<file path="config.mk">
export PLATFORM = sky130hd
export DESIGN_NAME = bds_supervisor
export DESIGN_NICKNAME = d
export VERILOG_FILES = /design/src/design/bds_pkg.sv /design/src/design/bds_sync.sv /design/src/design/bds_supervisor.sv
export VERILOG_INCLUDE_DIRS = /design/src /design/src/design
export SDC_FILE = /design/constraint.sdc
export NUM_CORES = 1
export LEC_CHECK = 0
export ABC_AREA = 1
export BUFFER_PORTS_ARGS = -buffer_cell sky130_fd_sc_hd__buf_2
export CAP_MARGIN = 20
export CORE_UTILIZATION = 45
export DETAILED_ROUTE_END_ITERATION = 12
export SLEW_MARGIN = 20
export SYNTH_ARGS = -nofsm -noshare
export SYNTH_HDL_FRONTEND = slang
export SYNTH_SLANG_ARGS = --single-unit
</file>
<file path="constraint.sdc">
create_clock -name clk_sys -period 8.16 [get_ports clk_sys]
set_input_delay 0 -clock clk_sys [delete_from_list [all_inputs] [get_ports clk_sys]]
set_output_delay 0 -clock clk_sys [all_outputs]
set_load 0.01 [all_outputs]
</file>
<file path="src/design/bds_defines.svh">
// constants for the brushless drive supervisor: widths, steps, timing counts
// assumes a 50 MHz system clock
`ifndef BDS_DEFINES_SVH
`define BDS_DEFINES_SVH

`define BDS_CLK_HZ          50000000
// lead angle: 32 steps of 1.875 deg, level quantised from a 10-bit code
`define BDS_LEAD_STEPS      32
`define BDS_LEAD_TOP        5'h1f
`define BDS_LEVEL_W         10
`define BDS_LEVEL_SHIFT     5
// full-scale level code (3.125 V) maps to step 31
`define BDS_LEVEL_FULL      10'h3e0
// duty in 1/1280 units: 0.078 % per ramp step, 2.5 % = 32 units
`define BDS_DUTY_W          11
`define BDS_DUTY_MAX        11'h500
`define BDS_DUTY_STEP       11'h001
`define BDS_DUTY_DIRECT     11'h020
// zero-command hold time for fault release
`define BDS_ZERO_HOLD_US    2000
`define BDS_ZERO_HOLD_CYC   (`BDS_ZERO_HOLD_US * (`BDS_CLK_HZ / 1000000))
// position frequency thresholds, period measured in clk cycles
`define BDS_REV_STOP_HZ     40
`define BDS_NODIR_HZ        200
`define BDS_PER_W           24
`define BDS_PER_40HZ        24'(`BDS_CLK_HZ / `BDS_REV_STOP_HZ)
`define BDS_PER_200HZ       24'(`BDS_CLK_HZ / `BDS_NODIR_HZ)
`define BDS_PER_SAT         24'hffffff

`endif

</file>
<file path="src/design/bds_pkg.sv">
// types for the brushless drive supervisor
// assumes bds_defines.svh is on the include path
package bds_pkg;
  // brake sequence states
  typedef enum logic [2:0] {
    BDS_RUN    = 3'b000,
    BDS_REV    = 3'b001,
    BDS_SHORT  = 3'b010,
    BDS_RETRY  = 3'b011,
    BDS_STOP   = 3'b100
  } bds_brake_t;
  // phase drive modes
  typedef enum logic [1:0] {
    BDS_DRV_NORMAL = 2'b00,
    BDS_DRV_REVERSE = 2'b01,
    BDS_DRV_SHORT  = 2'b10,
    BDS_DRV_OFF    = 2'b11
  } bds_drive_t;
endpackage : bds_pkg

</file>
<file path="src/design/bds_sync.sv">
// two-flop synchroniser for a vector of asynchronous inputs
// assumes inputs arrive from outside the clk_sys domain
`timescale 1ns/1ns
`default_nettype none
module bds_sync #(
  parameter int WIDTH = 1
) (
  // clock and reset
  input  wire logic             clk_sys,
  input  wire logic             rst,
  // asynchronous in, synchronised out
  input  wire logic [WIDTH-1:0] async_in,
  output logic      [WIDTH-1:0] sync_out
);
  logic [WIDTH-1:0] stage1;

  // first stage feeds only the second
  always_ff @(posedge clk_sys or posedge rst)
  begin
    if (rst)
    begin
      stage1   <= '0;
      sync_out <= '0;
    end
    else
    begin
      stage1   <= async_in;
      sync_out <= stage1;
    end
  end
endmodule : bds_sync
`default_nettype wire

</file>
<file path="src/design/bds_supervisor.sv">
// brushless drive supervisor: lead angle, duty ramp, braking, protection
// assumes pin flags and ticks are asynchronous and pass a two-flop sync
// Operation
// - external mode quantises level into 32 steps
// - level at full scale saturates at step 31
// - ramp duty 0.078 percent per period
// - difference up to 2.5 percent applied directly
// - zero command turns off, clears duty
// - brake high requests braking, low runs
// - brake while running reverses until 40 Hz
// - zero command, detection on: 40 Hz split
// - zero command, detection off: 200 Hz split
// - overvoltage flag selects 120-degree commutation
// - current limit cuts high side until PWM edge
// - any of six overcurrent flags latches Hi-Z
// - overcurrent clears after 2 ms zero command
// - thermal flag holds phases Hi-Z, auto-resume
// - undervoltage floats phases, pulse and lock outputs
// - external step used only when select zero
`timescale 1ns/1ns
`include "bds_defines.svh"
`default_nettype none
module bds_supervisor (
  // clock and reset
  input  wire logic                      clk_sys,
  input  wire logic                      rst,
  // command side
  input  wire logic [`BDS_LEVEL_W-1:0]   lead_angle_level_in,
  input  wire logic                      lead_mode_select,
  input  wire logic [`BDS_DUTY_W-1:0]    speed_command_in,
  input  wire logic                      ramp_period_cap,
  input  wire logic                      pwm_cycle_tick,
  input  wire logic                      pwm_on_edge,
  input  wire logic                      brake_in,
  input  wire logic                      dir_detect_en,
  input  wire logic                      position_edge,
  // protection flags
  input  wire logic                      supply_monitor_in,
  input  wire logic                      current_limit,
  input  wire logic [5:0]                overcurrent_shutdown,
  input  wire logic                      thermal_shutdown,
  input  wire logic                      undervoltage,
  // motor side status in
  input  wire logic                      rotation_pulse_in,
  input  wire logic                      lock_flag_in,
  // outputs
  output logic [4:0]                     lead_step,
  output logic                           lead_external,
  output logic [`BDS_DUTY_W-1:0]         duty_out,
  output bds_pkg::bds_drive_t            drive_mode,
  output logic                           comm_120,
  output logic                           high_side_en,
  output logic                           phase_oe,
  output logic                           rotation_pulse_out,
  output logic                           rotation_pulse_oe,
  output logic                           lock_flag_out,
  output logic                           lock_flag_oe,
  output logic                           fault_latched
);
  import bds_pkg::*;

  localparam int NSYNC = 17;  // eleven single flags plus six overcurrent bits

  logic [NSYNC-1:0] pins_sync;
  logic [5:0] s_ocp;
  logic       s_sel, s_cap, s_pwm, s_on, s_brake, s_dir, s_pos, s_ovp, s_clim, s_tsd, s_uv;
  logic       cap_d, pwm_d, on_d, brake_d, pos_d;                 // last synced levels
  logic       cap_tick, pwm_tick, on_tick, brake_rise, pos_tick;  // one-cycle rising edges
  logic       cmd_zero, zero_held, running, clim_cut;
  logic [`BDS_DUTY_W-1:0] diff;
  logic [31:0] zero_cnt;
  logic [`BDS_PER_W-1:0] per_cnt;
  logic [`BDS_PER_W-1:0] period;
  bds_brake_t brake_state;
  bds_brake_t next_brake;

  // all asynchronous flags pass two flops
  bds_sync #(.WIDTH(NSYNC)) u_sync (
    .clk_sys  (clk_sys),
    .rst      (rst),
    .async_in ({lead_mode_select, ramp_period_cap, pwm_cycle_tick, pwm_on_edge,
                brake_in, dir_detect_en, position_edge, supply_monitor_in,
                current_limit, overcurrent_shutdown, thermal_shutdown, undervoltage}),
    .sync_out (pins_sync)
  );
  assign {s_sel, s_cap, s_pwm, s_on, s_brake, s_dir, s_pos, s_ovp,
          s_clim, s_ocp, s_tsd, s_uv} = pins_sync;

  // edge history for tick and transition detection
  always_ff @(posedge clk_sys or posedge rst)
  begin
    if (rst)
    begin
      cap_d   <= 1'b0;
      pwm_d   <= 1'b0;
      on_d    <= 1'b0;
      brake_d <= 1'b0;
      pos_d   <= 1'b0;
    end
    else
    begin
      cap_d   <= s_cap;
      pwm_d   <= s_pwm;
      on_d    <= s_on;
      brake_d <= s_brake;
      pos_d   <= s_pos;
    end
  end
  assign cap_tick   = s_cap & ~cap_d;
  assign pwm_tick   = s_pwm & ~pwm_d;
  assign on_tick    = s_on & ~on_d;
  assign brake_rise = s_brake & ~brake_d;
  assign pos_tick   = s_pos & ~pos_d;
  assign cmd_zero   = (speed_command_in == '0);

  // lead angle step: level code / 32, saturating at full scale
  always_ff @(posedge clk_sys or posedge rst)
  begin
    if (rst)
    begin
      lead_step     <= 5'h00;
      lead_external <= 1'b0;
    end
    else
    begin
      lead_external <= ~s_sel;
      if (lead_angle_level_in >= `BDS_LEVEL_FULL)
        lead_step <= `BDS_LEAD_TOP;
      else
        lead_step <= lead_angle_level_in[`BDS_LEVEL_W-1:`BDS_LEVEL_SHIFT];
    end
  end

  // duty ramp toward command; small steps applied per PWM cycle
  assign diff = (speed_command_in > duty_out) ? speed_command_in - duty_out
                                              : duty_out - speed_command_in;
  always_ff @(posedge clk_sys or posedge rst)
  begin
    if (rst)
      duty_out <= '0;
    else if (cmd_zero)
      duty_out <= '0;
    else if (diff <= `BDS_DUTY_DIRECT)
    begin
      if (pwm_tick)
        duty_out <= speed_command_in;
    end
    else if (cap_tick)
    begin
      if (speed_command_in > duty_out)
        duty_out <= duty_out + `BDS_DUTY_STEP;
      else
        duty_out <= duty_out - `BDS_DUTY_STEP;
    end
  end

  // zero-command hold timer for fault release
  always_ff @(posedge clk_sys or posedge rst)
  begin
    if (rst)
      zero_cnt <= '0;
    else if (!cmd_zero)
      zero_cnt <= '0;
    else if (!zero_held)
      zero_cnt <= zero_cnt + 32'h1;
  end
  assign zero_held = (zero_cnt >= 32'(`BDS_ZERO_HOLD_CYC));

  // overcurrent latch: set wins over release
  always_ff @(posedge clk_sys or posedge rst)
  begin
    if (rst)
      fault_latched <= 1'b0;
    else if (|s_ocp)
      fault_latched <= 1'b1;
    else if (zero_held)
      fault_latched <= 1'b0;
  end

  // position period measurement between edges
  always_ff @(posedge clk_sys or posedge rst)
  begin
    if (rst)
    begin
      per_cnt <= '0;
      period  <= `BDS_PER_SAT;
    end
    else if (pos_tick)
    begin
      period  <= per_cnt;
      per_cnt <= '0;
    end
    else if (per_cnt != `BDS_PER_SAT)
    begin
      per_cnt <= per_cnt + 24'h1;
      if (per_cnt >= period)
        period <= per_cnt;                    // slowing motor stretches period
    end
  end
  assign running = (period < `BDS_PER_SAT);

  // brake sequence
  always_comb
  begin
    next_brake = brake_state;
    case (brake_state)
      BDS_RUN:
        if (brake_rise && running)
        begin
          if (!cmd_zero)
            next_brake = BDS_REV;
          else if (s_dir)
            next_brake = (period >= `BDS_PER_40HZ) ? BDS_SHORT : BDS_REV;
          else
            next_brake = (period >= `BDS_PER_200HZ) ? BDS_SHORT : BDS_RETRY;
        end
        else if (brake_rise)
          next_brake = BDS_SHORT;
      BDS_REV:
        if (!s_brake)
          next_brake = BDS_RUN;
        else if (period >= `BDS_PER_40HZ)
          next_brake = cmd_zero ? BDS_SHORT : BDS_STOP;
      BDS_RETRY:
        if (s_dir || period >= `BDS_PER_200HZ)
          next_brake = BDS_RUN;
      BDS_SHORT, BDS_STOP:
        if (!s_brake)
          next_brake = BDS_RUN;
      default:
        next_brake = BDS_RUN;
    endcase
  end
  always_ff @(posedge clk_sys or posedge rst)
  begin
    if (rst)
      brake_state <= BDS_RUN;
    else
      brake_state <= next_brake;
  end

  // current limit cut until next PWM on-edge; trip wins
  always_ff @(posedge clk_sys or posedge rst)
  begin
    if (rst)
      clim_cut <= 1'b0;
    else if (s_clim)
      clim_cut <= 1'b1;
    else if (on_tick)
      clim_cut <= 1'b0;
  end

  // output drive with fault priority
  always_ff @(posedge clk_sys or posedge rst)
  begin
    if (rst)
    begin
      drive_mode         <= BDS_DRV_OFF;
      phase_oe           <= 1'b0;
      high_side_en       <= 1'b0;
      comm_120           <= 1'b0;
      rotation_pulse_out <= 1'b0;
      rotation_pulse_oe  <= 1'b0;
      lock_flag_out      <= 1'b0;
      lock_flag_oe       <= 1'b0;
    end
    else
    begin
      comm_120           <= s_ovp;
      rotation_pulse_out <= rotation_pulse_in;
      lock_flag_out      <= lock_flag_in;
      rotation_pulse_oe  <= ~s_uv;
      lock_flag_oe       <= ~s_uv;
      high_side_en       <= ~s_clim & ~clim_cut;
      if (s_uv || s_tsd || fault_latched || (|s_ocp))
      begin
        phase_oe   <= 1'b0;
        drive_mode <= BDS_DRV_OFF;
      end
      else
      begin
        phase_oe <= 1'b1;
        case (brake_state)
          BDS_REV:   drive_mode <= BDS_DRV_REVERSE;
          BDS_SHORT: drive_mode <= BDS_DRV_SHORT;
          BDS_STOP:  drive_mode <= BDS_DRV_OFF;
          default:   drive_mode <= cmd_zero ? BDS_DRV_OFF : BDS_DRV_NORMAL;
        endcase
      end
    end
  end
endmodule : bds_supervisor
`default_nettype wire

</file>
## After elaboration in Yosys (flattened, before gate mapping)

Cells that the tools add are included.

- Add/sub/neg operators: 6
- Multiply operators: 0
- Divide/modulo/power cells: 0
- $lt $le $gt $ge: 8
- Eq/ne operators: 11
- Shift-type cells: 0
- Muxes and demuxes: 34
- Bitwise logic cells: 15
- Reduce and logical (&&, ||, !) cells: 17

Operators with widths:

| cell | number |
|---|---|
| two-way mux 24 bit | 5 |
| two-way mux 11 bit | 6 |
| two-way mux 32 bit | 2 |
| adder 32 x 1 -> 32 bit (second input constant) | 1 |
| greater-or-equal comparator 32 x 17 -> 1 bit (second input constant) | 1 |
| adder 24 x 1 -> 24 bit (second input constant) | 1 |
| greater-or-equal comparator 24 x 18 -> 1 bit (second input constant) | 1 |
| greater-or-equal comparator 24 x 21 -> 1 bit (second input constant) | 1 |
| greater-or-equal comparator 24 bit | 1 |
| less-than comparator 24 bit (second input constant) | 1 |
| inequality test 24 bit (second input constant) | 1 |
| subtractor 11 bit | 2 |
| two-way mux 3 bit | 7 |
| case mux 3 bit (4 select lines) | 1 |
| adder 11 x 1 -> 11 bit (second input constant) | 1 |
| greater-than comparator 11 bit | 1 |
| <= comparator 11 x 6 -> 1 bit (second input constant) | 1 |
| logical NOT 11 bit | 1 |
| subtractor 11 x 1 -> 11 bit (second input constant) | 1 |
| greater-or-equal comparator 10 bit (second input constant) | 1 |
| two-way mux 2 bit | 5 |
| inequality test 3 bit (second input constant) | 3 |
| NOT 1 bit | 9 |
| nonzero test 2 bit | 4 |
| 16 further kinds | 33 |

- Flip-flop bits (word level): 149
- Bits in latches: 0
- Bits in writable memories: 0
- ROM bits: 0
- Input bits: 42
- Memories kept: 0

## Depth between registers and ports, before layout

Gate-level depths: netlist (run 1).

- Depth in word-level cells: 6
- Mapped depth: 22
- Mapped depth without buffers: 21

## Hierarchy

Synthesis (run 1) repeated with hierarchy kept, for this count alone.

- Cell total of the unflattened synthesis: 1073
- Area total of the unflattened synthesis: 8520.7 um^2

By module, submodules not included:

| module | times used | cells each | area an instance (um^2) |
|---|---|---|---|
| bds_supervisor | 1 | 1038 | 7666.1 |
| bds_sync | 1 | 35 | 854.6 |

## Least setup slack after synthesis (run 1)

No wires, ideal clock.

- Kind: register to register
- From: reg duty_out[8]
- To: reg duty_out[7]
- Arrival: 2.898 ns
- Data required time: 8.095 ns
- Path slack: 5.198 ns
- Stages on the path, launching flop included: 21
- Path buffers: 1
- Clock period less this slack: 2.962 ns
- Cells stage by stage: dfrtp_1 ha_1 buf_2 nand2_1 inv_2 nand2_2 nor2_2 nand2_2 nand3_4 nand2_4 ha_1 a21oi_1 nor2_1 nor4_1 nor2_1 nor2_1 xor2_1 nand2_1 nand2_1 nand3_1 nand2_1

- Cells in the longest elaborated chain, start to end: 5
- Elaborated cells between the ends (all ways): 12
- Those cells by class: 2 x add/sub; 2 x order compare; 1 x eq/ne; 5 x mux; 2 x reduce/logical

RTL lines:

| item | RTL line | RTL |
|---|---|---|
| start, declared | bds_supervisor.sv:49 | `` output logic [`BDS_DUTY_W-1:0] duty_out, `` |
| start signal, assigned | bds_supervisor.sv:146 | `duty_out <= speed_command_in;` |
| start signal, assigned | bds_supervisor.sv:151 | `` duty_out <= duty_out + `BDS_DUTY_STEP; `` |
| start signal, assigned | bds_supervisor.sv:153 | `` duty_out <= duty_out - `BDS_DUTY_STEP; `` |
| subtractor 11 bit (tied with other cells) | bds_supervisor.sv:136 | `: duty_out - speed_command_in;` |
| two-way mux 11 bit (on tied branches) | bds_supervisor.sv:135, bds_supervisor.sv:150 |  |
| <= comparator 11 x 6 -> 1 bit (no source line) or two-way mux 11 bit (tied branches) | -- |  |
| inequality test 3 bit (no source line) (tied with other cells) | -- |  |
| AND reduction 2 bit (no source line) or two-way mux 11 bit (tied branches) | -- |  |

Parallel ways exist; a longest one is shown, timed or not. The select of a mux whose other input is x is not followed.
A chain may end at the register's enable or synchronous reset.

## Worst setup path after layout (run 1)

- From: reg duty_out[0]
- To: reg duty_out[2]

- Cells in the longest elaborated chain, start to end: 5
- Elaborated cells between the ends (all ways): 14
- Those cells by class: 4 x add/sub; 2 x order compare; 1 x eq/ne; 5 x mux; 2 x reduce/logical

RTL lines:

| item | RTL line |
|---|---|
| subtractor 11 bit (tied with other cells) | bds_supervisor.sv:136 |
| two-way mux 11 bit (on tied branches) | bds_supervisor.sv:135, bds_supervisor.sv:150 |
| <= comparator 11 x 6 -> 1 bit (no source line) or two-way mux 11 bit (tied branches) | -- |
| inequality test 3 bit (no source line) (tied with other cells) | -- |
| AND reduction 2 bit (no source line) or two-way mux 11 bit (tied branches) | -- |

Parallel ways exist; a longest one is shown, timed or not. The select of a mux whose other input is x is not followed.

==> summary.txt, run 1 <==
Timing
  – Normalized max-slew margin: 35.0%
  – Tmin final: ~3800 ps
  – Worst Skew: around 12 ps
  – Final Setup Violations: 0
  – Slew @ Worst Pin: 970 ps
  – Final hold viol count: 0
  – RSZ-0062 raised after global routing: no
  – Fmax: 263 MHz
  – Setup TNS: 0 ps
  – Final Cycle Share: a little under half
  – Hold_ws: about 60 ps
  – Slew Viols, Final: 0

Global route
  – Largest net degree at the start of global routing: 79
  – GRT Overall Usage: between 20% and 30%
  – Remaining Overflow, GRT: 0
  – First-pass GRT wire length: 35.8 mm
  – Vias in the first global route: 7292
  – Antenna violations before repair: 0

Placed design
  – Port Buffers: 63
  – Placed Area: approximately 9500 um^2
  – Post-detail-place hpwl: 15.5 mm
  – Gpl congestion: 0.897

Clock network
  – Clk sinks: 149
  – Max clock buf depth: 2
  – Clk root buf: clkbuf_16
  – CTS buffer count: 17
  – Worst-path clk slew: 70 ps
  – H-tree depth: 4
  – Worst skew pair latency: about 430 ps
  – TritonCTS clock tree: done
  – Post CTS Setup Buffer Count: 0

Worst setup path
  – CP Data Arrival Time: 4170 ps
  – Worst-case reg-to-reg path depth: 18
  – RR Startpoint: duty_out[0]
  – Crit Reg-Reg Endpoint: duty_out[2]
  – Worst Path Required: ~8500 ps
  – Critical path launch point type: register
  – Critical path endpoint: duty_out[2]
  – Critical path type: reg2reg
  – Endpoint class of the critical path: register
  – R2R setup slack: ~4400 ps
  – Critical Path Start: duty_out[0]
  – Critical path peak fanout: 13

Yosys
  – Seq/Total Area, Yosys: 42.3%
  – Top FF cell, synth: dfrtp_1
  – Syn. warnings: 0
  – Yosys top cell area share: 34.6%
  – EDFF count, synth: 0
  – Synthesized flop and latch total: between 100 and 150
  – Mapped cell area: 8900 um^2
  – Syn Nets: 1262
  – Syn Inst Count: approximately 1200
  – Synth top area cells: dfrtp_1, nand2_1, ha_1
  – Cell taking the most area after synthesis: dfrtp_1
  – Synth unique cells: 48
  – Asr flop ratio synth: between 90% and 100%
  – Synth Area per Inst: 7.67 um^2

Detailed routing
  – DRT iter0 DRCs: around 450
  – Routed Antenna Nets: 0
  – Drt via density: between 5 and 6
  – Routed wire length: 21.6 mm
  – WL/cell: between 10 and 15 um
  – 1st-pass router iterations: 5
  – Vias: 7828
  – DRC: 0

Run
  – MaxCap Viol Count: 0

Die
  – I/O Pins: 69
  – Core ar.: 19400 um^2
  – Row Count: 51
  – Initial Util: 45.9%
  – Die height: between 100 and 150 um
  – Die Area: ~20000 um^2
  – Die X: between 100 and 150 um

Power and ir drop
  – Worst vdd ir: 217 uV
  – Power Total: 3.02 mW
  – Power per cell area: between 200 and 300 nW/um^2
  – Leak: 4.99 nW

Cells and area
  – Number of diodes: 0
  – Commonest non-fill, non-tap cell in the layout: nand2_1
  – Util after Layout: 53.8%
  – Fin area: between 10000 and 15000 um^2
  – Synthesis-to-layout area growth: 17.3%
  – Nets: roughly 1400
  – Share of cells above drive strength 1: 12.8%
  – Commonest cells after routing, fill and taps aside: nand2_1, inv_1, dfrtp_1, nand3_1, nor2_1

Outcome
  – Status: finished clean

Worst hold path
  – Hold Path Class: in2reg
-- worst min path at each step --
stage	cells after the start	from	end	slack, ps
6_report	5	speed_command_in[1]	duty_out[1]	60
2_1_floorplan	0	lock_flag_in	lock_flag_out	30
3_5_place_dp	1	ramp_period_cap	u_sync.stage1[15]	110
4_1_cts	5	speed_command_in[1]	duty_out[1]	60
5_1_grt	5	speed_command_in[1]	duty_out[1]	140
3_3_place_gp	1	rotation_pulse_in	rotation_pulse_out	110
-- cell type report --
class | instances | area, um^2
fillers | 1875 | 8970
inverters | 182 | 691
clock buffers | 17 | 425
multi-input cells | 805 | 4320
well taps | 265 | 332
clock inverters | 15 | 204
repair buffers | 102 | 699
flip-flops and latches | 149 | 3760
-- per-layer routing --
layer | part of all wire, % | track usage [%] | vias up
met5 | 0 | 0 | -
met4 | 1.2 | 6.45 | 0
met3 | 3.5 | 3.23 | 23
met2 | 47 | 37.1 | 163
met1 | 48 | 30.8 | 3664
li1 | - | - | 3978
-- sequential cells by signal, summed over array words and instances, names as in the netlist, 2 cells and up --
register         count
per_cnt             24
drive_mode           2
zero_cnt            32
u_sync.stage1       17
u_sync.sync_out     17
brake_state          3
lead_step            5
period              24
duty_out            11
-- synthesized netlist by cell type, types with 3 or more instances --
master      n
ha_1       57
o21ai_0    43
xor2_1     11
buf_2       4
a21oi_1    67
buf_6       3
dfrtp_1   123
dfstp_2    26
nor3_1     37
o21a_1      3
clkbuf_1   14
xnor2_1     5
nand2_2     8
nand2_1   307
nor2_2      4
nand3_1   100
a211oi_1    3
fa_1        3
inv_1     173
nor4_1     15
inv_2       7
nand4_1    29
o211ai_1    4
nand3b_1    3
buf_4       3
or2_2       4
nor2_1     75
-- critical path: stages, from the launching register on --
cell and delay, ps:
dfrtp_1 490, inv_1 190, ha_1 250, fa_1 430
nor2_2 190, o21ai_0 160, nand3_1 120, nand2_1 60
nand2_1 50, nand2_1 60, inv_2 40, nand2_1 60
nor2_2 410, nand2_1 440, nand2_1 190, nand2_2 200
inv_2 250, nand2_1 70, nand2_1 70
-- logic make-up after synthesis --
family          synth area share (%)
buf+inv                         9.16
compound gates                  8.66
xor+xnor                        1.58
simple gates                    29.6
fa+ha+maj                       8.69
flops                           42.3
-- stage by stage --
step	instances	setup slack, ps
4_1_cts	1535	4390
6_report	1535	4350
5_1_grt	1535	4040
2_1_floorplan	1160	4190
3_5_place_dp	1468	4410
3_3_place_gp	1467	4460
-- report_power, final --
part           switching (mW)  internal, mW  leakage [nW]  total, mW
Clock                   0.381         0.420         0.301      0.801
Sequential             0.0746         0.807          1.84      0.881
Combinational           0.860         0.479          2.85       1.34
-- repair_timing --
| action | in CTS | in global routing |
|---|---|---|
| endpoints found under the hold margin | 101 | 0 |
| hold buffers | 35 | 0 |
| resized for setup | 0 | 0 |
Note: power is estimated with default switching activity, not from simulation.
==> inputs of run 2 (changes only) <==
- clock period: 8.16 -> 3.65 ns (I/O delays scaled with it)
==> run 2 against run 1 <==
Sequential share of layout area down 0.24 points. Fmax up 15%. First-iteration DRC count shrank 5.8%. Worst hold slack got worse by 49 ps. Via count is 0.32% higher. Setup slack worse by 4000 ps. Die area did not move. Clock power rose by 120%. Cell count up 0.59%. Register-to-register slack got worse by 4000 ps. Critical endpoint is now duty_out[7].
==> summary.txt, run 2 (synthesis gave the netlist of run 1 again) <==
Detailed routing
  – DRC: 0
  – 1st-pass router iterations: 5
  – Vias: just under 8000
  – Routed Antenna Nets: 0
  – WL/cell: 14.0 um
  – DRT iter0 DRCs: about 430
  – Drt via density: 5.09
  – Routed wire length: 21.6 mm

Clock network
  – Worst-path clk slew: 70 ps
  – Cts hold-fix bufs: 33
  – Clk sinks: 149
  – TritonCTS clock tree: done
  – Post CTS Setup Buffer Count: 0
  – Worst skew pair latency: 440 ps
  – Post-CTS sizing: 0
  – CTS buffer count: 17
  – H-tree depth: 4
  – Max clock buf depth: 2
  – Clk root buf: clkbuf_16

Timing
  – Setup TNS: 0 ps
  – Worst Skew: 13.4 ps
  – Hold_ws: roughly 9.1 ps
  – Final Cycle Share: 91.1%
  – Worst setup slack after layout: 326 ps
  – Final hold viol count: 0
  – Tmin final: 3320 ps
  – Fmax: between 300 and 400 MHz
  – Slew Viols, Final: 0
  – Normalized max-slew margin: 51.8%
  – RSZ-0062 raised after global routing: no
  – Slew @ Worst Pin: 721 ps
  – Final Setup Violations: 0

Cells and area
  – Synthesis-to-layout area growth: 18.1%
  – Commonest cells after routing, fill and taps aside: nand2_1, inv_1, dfrtp_1, nand3_1, nor2_1
  – Fill count: 1867
  – Largest regs: zero_cnt x32, per_cnt x24, period x24
  – Nets: between 1000 and 1500
  – Commonest non-fill, non-tap cell in the layout: nand2_1
  – Largest reg by FF count: zero_cnt
  – Share of cells above drive strength 1: a little over an eighth
  – Number of diodes: 0
  – Max reg flops: 32

Die
  – Die X: 143 um
  – Die Area: 20300 um^2
  – Die height: ~140 um
  – I/O Pins: 69
  – Core ar.: 19400 um^2
  – Row Count: 51
  – Initial Util: 45.9%

Worst setup path
  – Worst-case reg-to-reg path depth: 17
  – Top cell by count, worst path: nand2_1
  – Critical path type: reg2reg
  – Critical path launch point type: register
  – R2R setup slack: 330 ps
  – Crit Reg-Reg Endpoint: duty_out[7]
  – Slowest-stage cell, CP: ha_1
  – RR Startpoint: duty_out[2]
  – Slowest stage delay, CP: between 500 and 600 ps
  – CP cell instances: ha_1 -> nand3_1 -> nand2_1 -> nand2_2 -> nand3_4 -> nand2_4 -> ha_1 -> a21oi_1 -> nor2_1 -> nor4_1 -> nor2_1 -> nor2_1 -> xor2_1 -> nand2_1 -> nand2_1 -> nand3_1 -> nand2_1
  – Critical path peak fanout: 11
  – Worst Path Required: 4020 ps
  – CP Data Arrival Time: 3690 ps
  – Endpoint class of the critical path: register

Power and ir drop
  – Leak: a little over 5 nW
  – Power per cell area: 648 nW/um^2
  – Worst vdd ir: 450 uV
  – Power Total: 6.81 mW

Placed design
  – Pre-CTS setup slack: 343 ps
  – Post-detail-place hpwl: 15.8 mm
  – Gpl congestion: 0.911
  – Port Buffers: 63

Global route
  – GRT Overall Usage: 22.6%
  – Antenna violations before repair: 0
  – Remaining Overflow, GRT: 0
  – First-pass GRT wire length: 36.2 mm
  – Largest net degree at the start of global routing: 84
  – Vias in the first global route: 7688

Worst hold path
  – Hold depth: 5
  – Hold Path End: duty_out[0]
  – Hold Path Class: in2reg
  – Hold Startpoint: speed_command_in[0]

Outcome
  – Status: finished clean

Run
  – MaxCap Viol Count: 0
[run 2: report_power, final]
part / total (mW) / internal (mW) / switching [mW]
combinational: 3.05 / 1.12 / 1.93
clock: 1.79 / 0.939 / 0.855
sequential: 1.97 / 1.80 / 0.164
total: 6.81 / 3.86 / 2.95
[run 2: routing by layer]
metal / vias up / routed length (um) / GRT usage, %
met5: - / 0 / 0
met4: 0 / 275 / 5.15
met3: 23 / 962 / 4.61
met2: 167 / 10300 / 39.0
met1: 3678 / 10100 / 29.0
li1: 3985 / - / -
[run 2: cell type report]
class,count,area (um^2),area share (%)
repair buffers,111,771,7.34
clock buffers,17,425,4.05
clock inverters,15,204,1.94
inverters,182,689,6.56
flip-flops and latches,149,3760,35.8
well taps,265,332,3.16
multi-input cells,805,4320,41.1
[run 2: worst max-delay path: cells and delay by family (launching register included)]
kind	cells	cell delay [ps]
xor+xnor	1	150
fa+ha+maj	2	890
flops	1	450
compound gates	1	180
simple gates	13	1610
[run 2: per-stage QoR]
step | cell area, um^2 | utilization (%) | instances
3_5_place_dp | 9540 | 49.2 | 1479
5_1_grt | 10500 | 54.1 | 1544
3_3_place_gp | 9540 | 49.2 | 1479
2_1_floorplan | 8900 | - | 1160
6_report | 10500 | 54.1 | 1544
4_1_cts | 10500 | 54.1 | 1544
[run 2: worst max path at each step]
stage / from / end / depth (start not counted)
floorplan: duty_out[8] / duty_out[7] / 20
global placement: duty_out[8] / duty_out[7] / 19
detailed placement: duty_out[8] / duty_out[7] / 19
CTS: duty_out[8] / duty_out[7] / 19
global route: duty_out[2] / duty_out[7] / 17
finish: duty_out[2] / duty_out[7] / 17
